--- config.mk ---
export PLATFORM = sky130hd
export DESIGN_NAME = gpj_port
export DESIGN_NICKNAME = d
export VERILOG_FILES = /design/src/gpj_pkg.sv /design/src/gpj_port.sv /design/src/gpj_sync_bit.sv /design/src/gpj_pad_mux.sv
export SDC_FILE = /design/constraint.sdc
export NUM_CORES = 1
export LEC_CHECK = 0
export BUFFER_PORTS_ARGS = -buffer_cell sky130_fd_sc_hd__buf_2
export CAP_MARGIN = 20
export CORE_AREA = 2 2 81 83
export DETAILED_ROUTE_END_ITERATION = 8
export DIE_AREA = 0 0 83 85
export MAX_ROUTING_LAYER = met4
export PLACE_DENSITY = 0.81
export SLEW_MARGIN = 20
export SYNTH_ARGS = -nofsm -noshare
export SYNTH_HDL_FRONTEND = slang
export SYNTH_HIERARCHICAL = 1
export SYNTH_SLANG_ARGS = --single-unit
--- constraint.sdc ---
create_clock -name clk -period 1.7 [get_ports clk]
set_input_delay 0.255 -clock clk [delete_from_list [all_inputs] [get_ports clk]]
set_output_delay 0.255 -clock clk [all_outputs]
set_load 0.01 [all_outputs]
--- src/gpj_pkg.sv ---
// package for the general-purpose port block: register indices, field
// positions, reset values and widths shared by the design files.
// assumes a single clock domain and a plain strobe-based register port.
`default_nettype none
package gpj_pkg;
  // ****************************************************************
  // widths
  // ****************************************************************
  localparam int GPJ_W = 8; // pins in the port
  localparam int GPJ_AW = 4; // register address width
  // ****************************************************************
  // register offsets
  // ****************************************************************
  localparam logic [3:0] GPJ_OFS_PIN_DATA = 4'h0; // port_pin_data_reg
  localparam logic [3:0] GPJ_OFS_LATCH = 4'h1; // port_output_latch_reg
  localparam logic [3:0] GPJ_OFS_DIR = 4'h2; // port_direction_reg
  localparam logic [3:0] GPJ_OFS_MEMCTL = 4'h3; // memory_interface_control
  localparam logic [3:0] GPJ_OFS_PAD_CONFIGURATION_REG = 4'h4; // pad_configuration_reg
  localparam logic [3:0] GPJ_OFS_LCDSEG = 4'h5; // per-pin segment enables
  // ****************************************************************
  // field positions
  // ****************************************************************
  localparam int GPJ_MEMBUS_DISABLE_BIT = 7; // membus_disable_bit
  localparam int GPJ_PULLUP_ENABLE_BIT = 2; // port_pullup_enable_bit
  // ****************************************************************
  // reset values
  // ****************************************************************
  localparam logic [7:0] GPJ_RST_LATCH = 8'h00;
  localparam logic [7:0] GPJ_RST_DIR = 8'hFF; // all inputs
  localparam logic [7:0] GPJ_RST_MEMCTL = 8'h80; // memory bus disabled
  localparam logic [7:0] GPJ_RST_PAD_CONFIGURATION_REG = 8'h00; // pull-ups off
  localparam logic [7:0] GPJ_RST_LCDSEG = 8'h00;
  localparam logic [1:0] GPJ_RST_SYNC = 2'h0;
  // ****************************************************************
  // register ids for the write decoder
  // ****************************************************************
  typedef enum logic [2:0] {
    GPJ_REG_NONE = 3'b000,
    GPJ_REG_LATCH = 3'b001,
    GPJ_REG_DIR = 3'b010,
    GPJ_REG_MEMCTL = 3'b011,
    GPJ_REG_PAD_CONFIGURATION_REG = 3'b100,
    GPJ_REG_LCDSEG = 3'b101
  } gpj_reg_t;
endpackage
`default_nettype wire

--- src/gpj_port.sv ---
// top of an eight-pin general-purpose port with memory bus override.
// assumes pad levels arrive asynchronously; registers sit on a plain
// strobe port clocked by clk with read data one cycle after the strobe.
//
// Local design decisions: the address map and strobed register access.
`default_nettype none
module gpj_port
  import gpj_pkg::*;
(
  // clock and reset
  input wire logic clk,
  input wire logic rst,
  // register port
  input wire logic [gpj_pkg::GPJ_AW-1:0] reg_addr,
  input wire logic [7:0] reg_wdata,
  input wire logic reg_wr,
  input wire logic reg_rd,
  output logic [7:0] reg_rdata,
  // memory interface strobes
  input wire logic address_latch_enable,
  input wire logic output_enable,
  input wire logic write_low_strobe,
  input wire logic write_high_strobe,
  input wire logic byte_access_zero,
  input wire logic chip_enable,
  input wire logic lower_byte_select,
  input wire logic upper_byte_select,
  // pads
  input wire logic [gpj_pkg::GPJ_W-1:0] pad_in,
  output logic [gpj_pkg::GPJ_W-1:0] pad_out,
  output logic [gpj_pkg::GPJ_W-1:0] pad_oe,
  output logic [gpj_pkg::GPJ_W-1:0] pad_pullup,
  // lcd segment select per pin, and memory bus enable status
  output logic [gpj_pkg::GPJ_W-1:0] lcd_seg_sel,
  output logic membus_active
);
  import gpj_pkg::*;
  // ****************************************************************
  // registers
  // ****************************************************************
  logic [7:0] latch_ff; // port_output_latch_reg
  logic [7:0] dir_ff; // port_direction_reg
  logic [7:0] memctl_ff; // memory_interface_control_reg
  logic [7:0] pad_configuration_reg_ff; // pad_configuration_reg
  logic [7:0] lcdseg_ff; // segment enable per pin
  logic [7:0] rdata_ff; // read data, valid the cycle after reg_rd
  logic [7:0] nxt_rdata;
  logic [7:0] pin_sync; // synchronised pad levels
  gpj_reg_t wr_sel;
  // ****************************************************************
  // write address decode
  // ****************************************************************
  assign wr_sel = !reg_wr ? GPJ_REG_NONE :
    (reg_addr == GPJ_OFS_PIN_DATA) ? GPJ_REG_LATCH :
    (reg_addr == GPJ_OFS_LATCH) ? GPJ_REG_LATCH :
    (reg_addr == GPJ_OFS_DIR) ? GPJ_REG_DIR :
    (reg_addr == GPJ_OFS_MEMCTL) ? GPJ_REG_MEMCTL :
    (reg_addr == GPJ_OFS_PAD_CONFIGURATION_REG) ? GPJ_REG_PAD_CONFIGURATION_REG :
    (reg_addr == GPJ_OFS_LCDSEG) ? GPJ_REG_LCDSEG : GPJ_REG_NONE;
  // ****************************************************************
  // control registers
  // ****************************************************************
  // reset makes every pin an input and turns pull-ups off
  always_ff @(posedge clk)
  begin
    if (rst)
    begin
      latch_ff <= GPJ_RST_LATCH;
      dir_ff <= GPJ_RST_DIR;
      memctl_ff <= GPJ_RST_MEMCTL;
      pad_configuration_reg_ff <= GPJ_RST_PAD_CONFIGURATION_REG;
      lcdseg_ff <= GPJ_RST_LCDSEG;
    end
    else
    begin
      case (wr_sel)
        GPJ_REG_LATCH: latch_ff <= reg_wdata;
        GPJ_REG_DIR: dir_ff <= reg_wdata;
        GPJ_REG_MEMCTL: memctl_ff <= reg_wdata;
        GPJ_REG_PAD_CONFIGURATION_REG: pad_configuration_reg_ff <= reg_wdata;
        GPJ_REG_LCDSEG: lcdseg_ff <= reg_wdata;
        default: latch_ff <= latch_ff;
      endcase
    end
  end
  // ****************************************************************
  // read path
  // ****************************************************************
  // unmapped offsets read as zero; data register shows the pins
  assign nxt_rdata = !reg_rd ? 8'h00 :
    (reg_addr == GPJ_OFS_PIN_DATA) ? pin_sync :
    (reg_addr == GPJ_OFS_LATCH) ? latch_ff :
    (reg_addr == GPJ_OFS_DIR) ? dir_ff :
    (reg_addr == GPJ_OFS_MEMCTL) ? memctl_ff :
    (reg_addr == GPJ_OFS_PAD_CONFIGURATION_REG) ? pad_configuration_reg_ff :
    (reg_addr == GPJ_OFS_LCDSEG) ? lcdseg_ff : 8'h00;
  // read data stands only in the cycle after the strobe
  always_ff @(posedge clk)
  begin
    if (rst)
    begin
      rdata_ff <= 8'h00;
    end
    else
    begin
      rdata_ff <= nxt_rdata;
    end
  end
  assign reg_rdata = rdata_ff;
  // ****************************************************************
  // pin functions
  // ****************************************************************
  // bus owns every pin not taken by an lcd segment while its disable bit is clear
  assign membus_active = ~memctl_ff[GPJ_MEMBUS_DISABLE_BIT];
  // strobes listed from pin 7 down to pin 0
  wire [7:0] bus_vals = {upper_byte_select, lower_byte_select,
    chip_enable, byte_access_zero, write_high_strobe,
    write_low_strobe, output_enable, address_latch_enable};
  wire pullup_glob = pad_configuration_reg_ff[GPJ_PULLUP_ENABLE_BIT];
  // one synchroniser and one mux per pin
  for (genvar i = 0; i < GPJ_W; i++)
  begin : g_pin
    gpj_sync_bit u_sync (
      .clk(clk),
      .rst(rst),
      .async_in(pad_in[i]),
      .sync_out(pin_sync[i])
    );
    gpj_pad_mux u_mux (
      .lcd_en(lcdseg_ff[i]),
      .membus_en(membus_active),
      .membus_val(bus_vals[i]),
      .dir_in(dir_ff[i]),
      .latch_val(latch_ff[i]),
      .pullup_glob(pullup_glob),
      .pad_out(pad_out[i]),
      .pad_oe(pad_oe[i]),
      .pad_pullup(pad_pullup[i]),
      .lcd_sel(lcd_seg_sel[i])
    );
  end
endmodule
`default_nettype wire

--- src/gpj_sync_bit.sv ---
// two-flop synchroniser for one pad input bit.
// assumes the pad level is asynchronous to clk.
`default_nettype none
module gpj_sync_bit
  import gpj_pkg::*;
(
  // clock and reset
  input wire logic clk,
  input wire logic rst,
  // async level in, synchronised level out
  input wire logic async_in,
  output logic sync_out
);
  // stage 0 feeds only stage 1; nothing else may look at it
  logic [1:0] sync_ff;
  // ****************************************************************
  // shift register
  // ****************************************************************
  always_ff @(posedge clk)
  begin
    if (rst)
    begin
      sync_ff <= GPJ_RST_SYNC;
    end
    else
    begin
      sync_ff <= {sync_ff[0], async_in};
    end
  end
  assign sync_out = sync_ff[1];
endmodule
`default_nettype wire

--- src/gpj_pad_mux.sv ---
// per-pin function selection: lcd segment beats memory bus beats gpio.
// assumes the inputs other than membus_val are registered values from the port top.
`default_nettype none
module gpj_pad_mux
  import gpj_pkg::*;
(
  // per-pin controls
  input wire logic lcd_en,
  input wire logic membus_en,
  input wire logic membus_val,
  input wire logic dir_in,
  input wire logic latch_val,
  input wire logic pullup_glob,
  // pad drive
  output logic pad_out,
  output logic pad_oe,
  output logic pad_pullup,
  output logic lcd_sel
);
  // gpio drives when its direction bit is zero
  wire gpio_drive = ~dir_in;
  // memory bus ignores the direction bit and drives unless lcd_en takes the pin
  wire bus_drive = membus_en & ~lcd_en;
  // ****************************************************************
  // selection
  // ****************************************************************
  assign lcd_sel = lcd_en;
  assign pad_oe = ~lcd_en & (membus_en | gpio_drive);
  assign pad_out = lcd_en ? 1'b0 :
                   (bus_drive ? membus_val : latch_val);
  // pull-up only on a digital input pin with the global enable set
  assign pad_pullup = pullup_glob & ~pad_oe & ~lcd_en;
endmodule
`default_nettype wire

==> impl_metrics.json <==
{
  "place.gp.congestion": 0.887,
  "total_leakage_power_nw": 1.55,
  "synth.cell_area_um2": 2890,
  "n_antenna_cell": 0,
  "final_util_pct": 58.2,
  "routedWlPerCell_um": 15.7,
  "start_kind": "register",
  "vias": 2584,
  "start_util_pct": 46.6,
  "rows": 29,
  "grt_max_degree": 57,
  "drtAntennaViolNets": 0,
  "nNetsFinal": 434,
  "yosysWarnings": 6,
  "grtUsageTotal_pct": 22.5,
  "final_cells": 484,
  "ir_drop_uv": 483,
  "core_region_area_um2": 6200,
  "cts_tree": "built",
  "status": "complete, no violations",
  "grt_pass1_wl_mm": 12.0,
  "synth_cell_types": 30,
  "tightest_slew_ns": 0.610,
  "cts_max_level": 3,
  "powerDensity_nw_per_um2": 967,
  "portBuffers": 72,
  "drtIter0Drc": 175,
  "clock_skew_ns": 0.00848,
  "fillerInstances": 569,
  "dieArea_um2": 7060,
  "fin_area_um2": 3610,
  "crit_fanout": 12,
  "clkSinkCount": 64,
  "wirelength_mm": 7.61,
  "synth_ff_type": "dfxtp_1",
  "drive_above_1_share_pct": 30.7,
  "cts_root_buf": "clkbuf_8",
  "ios": 73,
  "multi_input_area_um2": 1400,
  "hold_slack_ns": 0.114,
  "grt_overflow": 0,
  "seqCellArea_um2": 1280,
  "remaining_drc_errors": 0,
  "drv_slew": 0,
  "syn_to_final_growth_pct": 25.0,
  "grt_pass1_vias": 2450,
  "first_pass_iters": 4,
  "hold_path.class": "in -> reg",
  "worstSetupEndpointType": "output pin",
  "vias_per_cell": 5.34,
  "holdBufCountCts": 0,
  "relSlewSlack_pct": 59.2,
  "path_class": "reg -> out",
  "clock_latency_ns": 0.35,
  "synth_fp_nets": 362,
  "maxCapViolations": 0,
  "crit_arrival_ns": 1.40,
  "fmax_mhz": 604,
  "tns_ns": 0,
  "min_period_ns": 1.66,
  "cts_buffers": 9,
  "yosysSeqAreaShare_pct": 44.3,
  "antenna_found_initial": 0,
  "synth-edff-count": 0,
  "dp_hpwl_mm": 5.22,
  "placed_cell_area_um2": 3320,
  "fin_crit_sh_pct": 97.5,
  "dp.cells": 465,
  "setup_violations": 0,
  "final_common_cell": "buf_2",
  "required_ns": 1.44,
  "fp.dieH_um": 85,
  "ctsLongestPathBuffers": 2,
  "die_x_um": 83,
  "avgSynthCellArea_um2": 8.76,
  "clkTransAtPathRegs_ns": 0.08,
  "ys_async_sr_fraction_pct": 0,
  "layout_common_cells": "buf_2, dfxtp_1, a21oi_1",
  "hold_viol": 0,
  "synthCells": 330,
  "ys_ff_latch": 64
}
[flip-flops by register name, indices dropped and copies added (netlist names)]
signal and flops:
memctl_ff 8, reg_rdata 8, g_pin.u_sync/sync_ff 16, latch_ff 8, pad_configuration_reg_ff 8, lcdseg_ff 8, dir_ff 8
[routing by layer]
| metal | wire length, um | part of all wire (%) | GRT usage [%] | vias to the layer above |
|---|---|---|---|---|
| met2 | 3800 | 50 | 36.7 | 102 |
| met5 | 0 | 0 | - | - |
| met4 | 182 | 2.4 | 13.0 | 0 |
| met1 | 3150 | 41 | 26.3 | 1193 |
| met3 | 476 | 6.3 | 3.79 | 15 |
| li1 | - | - | - | 1274 |
[logic make-up after synthesis]
family,Yosys count,share of synthesized area [%]
AND/OR/NAND/NOR,114,21.1
AO/OA/AOI/OAI,77,16.8
flip-flops,64,44.3
buffers and inverters,46,7.53
multiplexers,29,10.2
[final cells by class]
type                    instances  area share (%)
repair buffers                 85            13.9
flip-flops and latches         64            35.5
clock inverters                 7            3.46
inverters                      22            2.35
clock buffers                   9            3.43
multi-input cells             220            38.8
well taps                      77            2.67
[path summary, 6_finish.rpt]
path	start	end	slack [ns]	cells after the start
worst max-delay path	memctl_ff[7]$_SDFFE_PP1N_	pad_pullup[3]	0.04	4
worst min-delay path	pad_in[0]	g_pin[0].u_sync/sync_ff[0]$_SDFF_PP0_	0.11	2
worst max register to register	memctl_ff[7]$_SDFFE_PP1N_	memctl_ff[7]$_SDFFE_PP1N_	0.67	4
worst min register to register	g_pin[1].u_sync/sync_ff[0]$_SDFF_PP0_	g_pin[1].u_sync/sync_ff[1]$_SDFF_PP0_	0.44	1
[power by group]
group	leakage [nW]	internal [mW]	total, mW	switching, mW
Sequential	0.521	1.53	1.56	0.0226
Combinational	0.904	0.129	0.295	0.166
Clock	0.125	0.994	1.64	0.645
[cells in the mapped netlist, types with 3 or more instances]
library cell	n	area share, %
nor2b_1	17	3.7
and4bb_2	8	3.5
o21ai_0	10	1.7
a211o_1	9	2.7
nand2b_1	3	0.65
a22o_1	6	1.8
o22ai_1	5	1.1
buf_4	10	2.6
nand2_1	38	4.9
nand3_1	8	1.4
clkbuf_1	8	1.0
dfxtp_1	64	44
mux2i_1	26	9.0
mux2_2	3	1.2
a22oi_1	3	0.78
a21oi_1	39	6.8
o221a_2	5	1.9
nor2_1	29	3.8
inv_1	22	2.9
buf_2	6	1.0
[metrics by stage]
| step | power [mW] | setup WS, ns |
|---|---|---|
| 3_5_place_dp | 1.88 | 0.182 |
| 4_1_cts | 3.50 | 0.0424 |
| 3_3_place_gp | 1.87 | 0.228 |
| 2_1_floorplan | 1.75 | 0.325 |
| 5_1_grt | 3.60 | -0.00117 |
| 6_report | 3.49 | 0.0431 |
[repair_timing]
item,in CTS,in global routing
gates resized for setup,1,2
setup buffers,0,2
endpoints found under the setup margin,9,4
pin swaps,0,0
gates cloned,0,1
hold endpoints to repair,0,0
[worst max-delay path: stages (launching register included)]
cell      delay [ns]
dfxtp_1         0.40
inv_4           0.08
buf_12          0.16
and4bb_2        0.29
buf_2           0.13
Note: power is estimated with default switching activity, not from simulation.
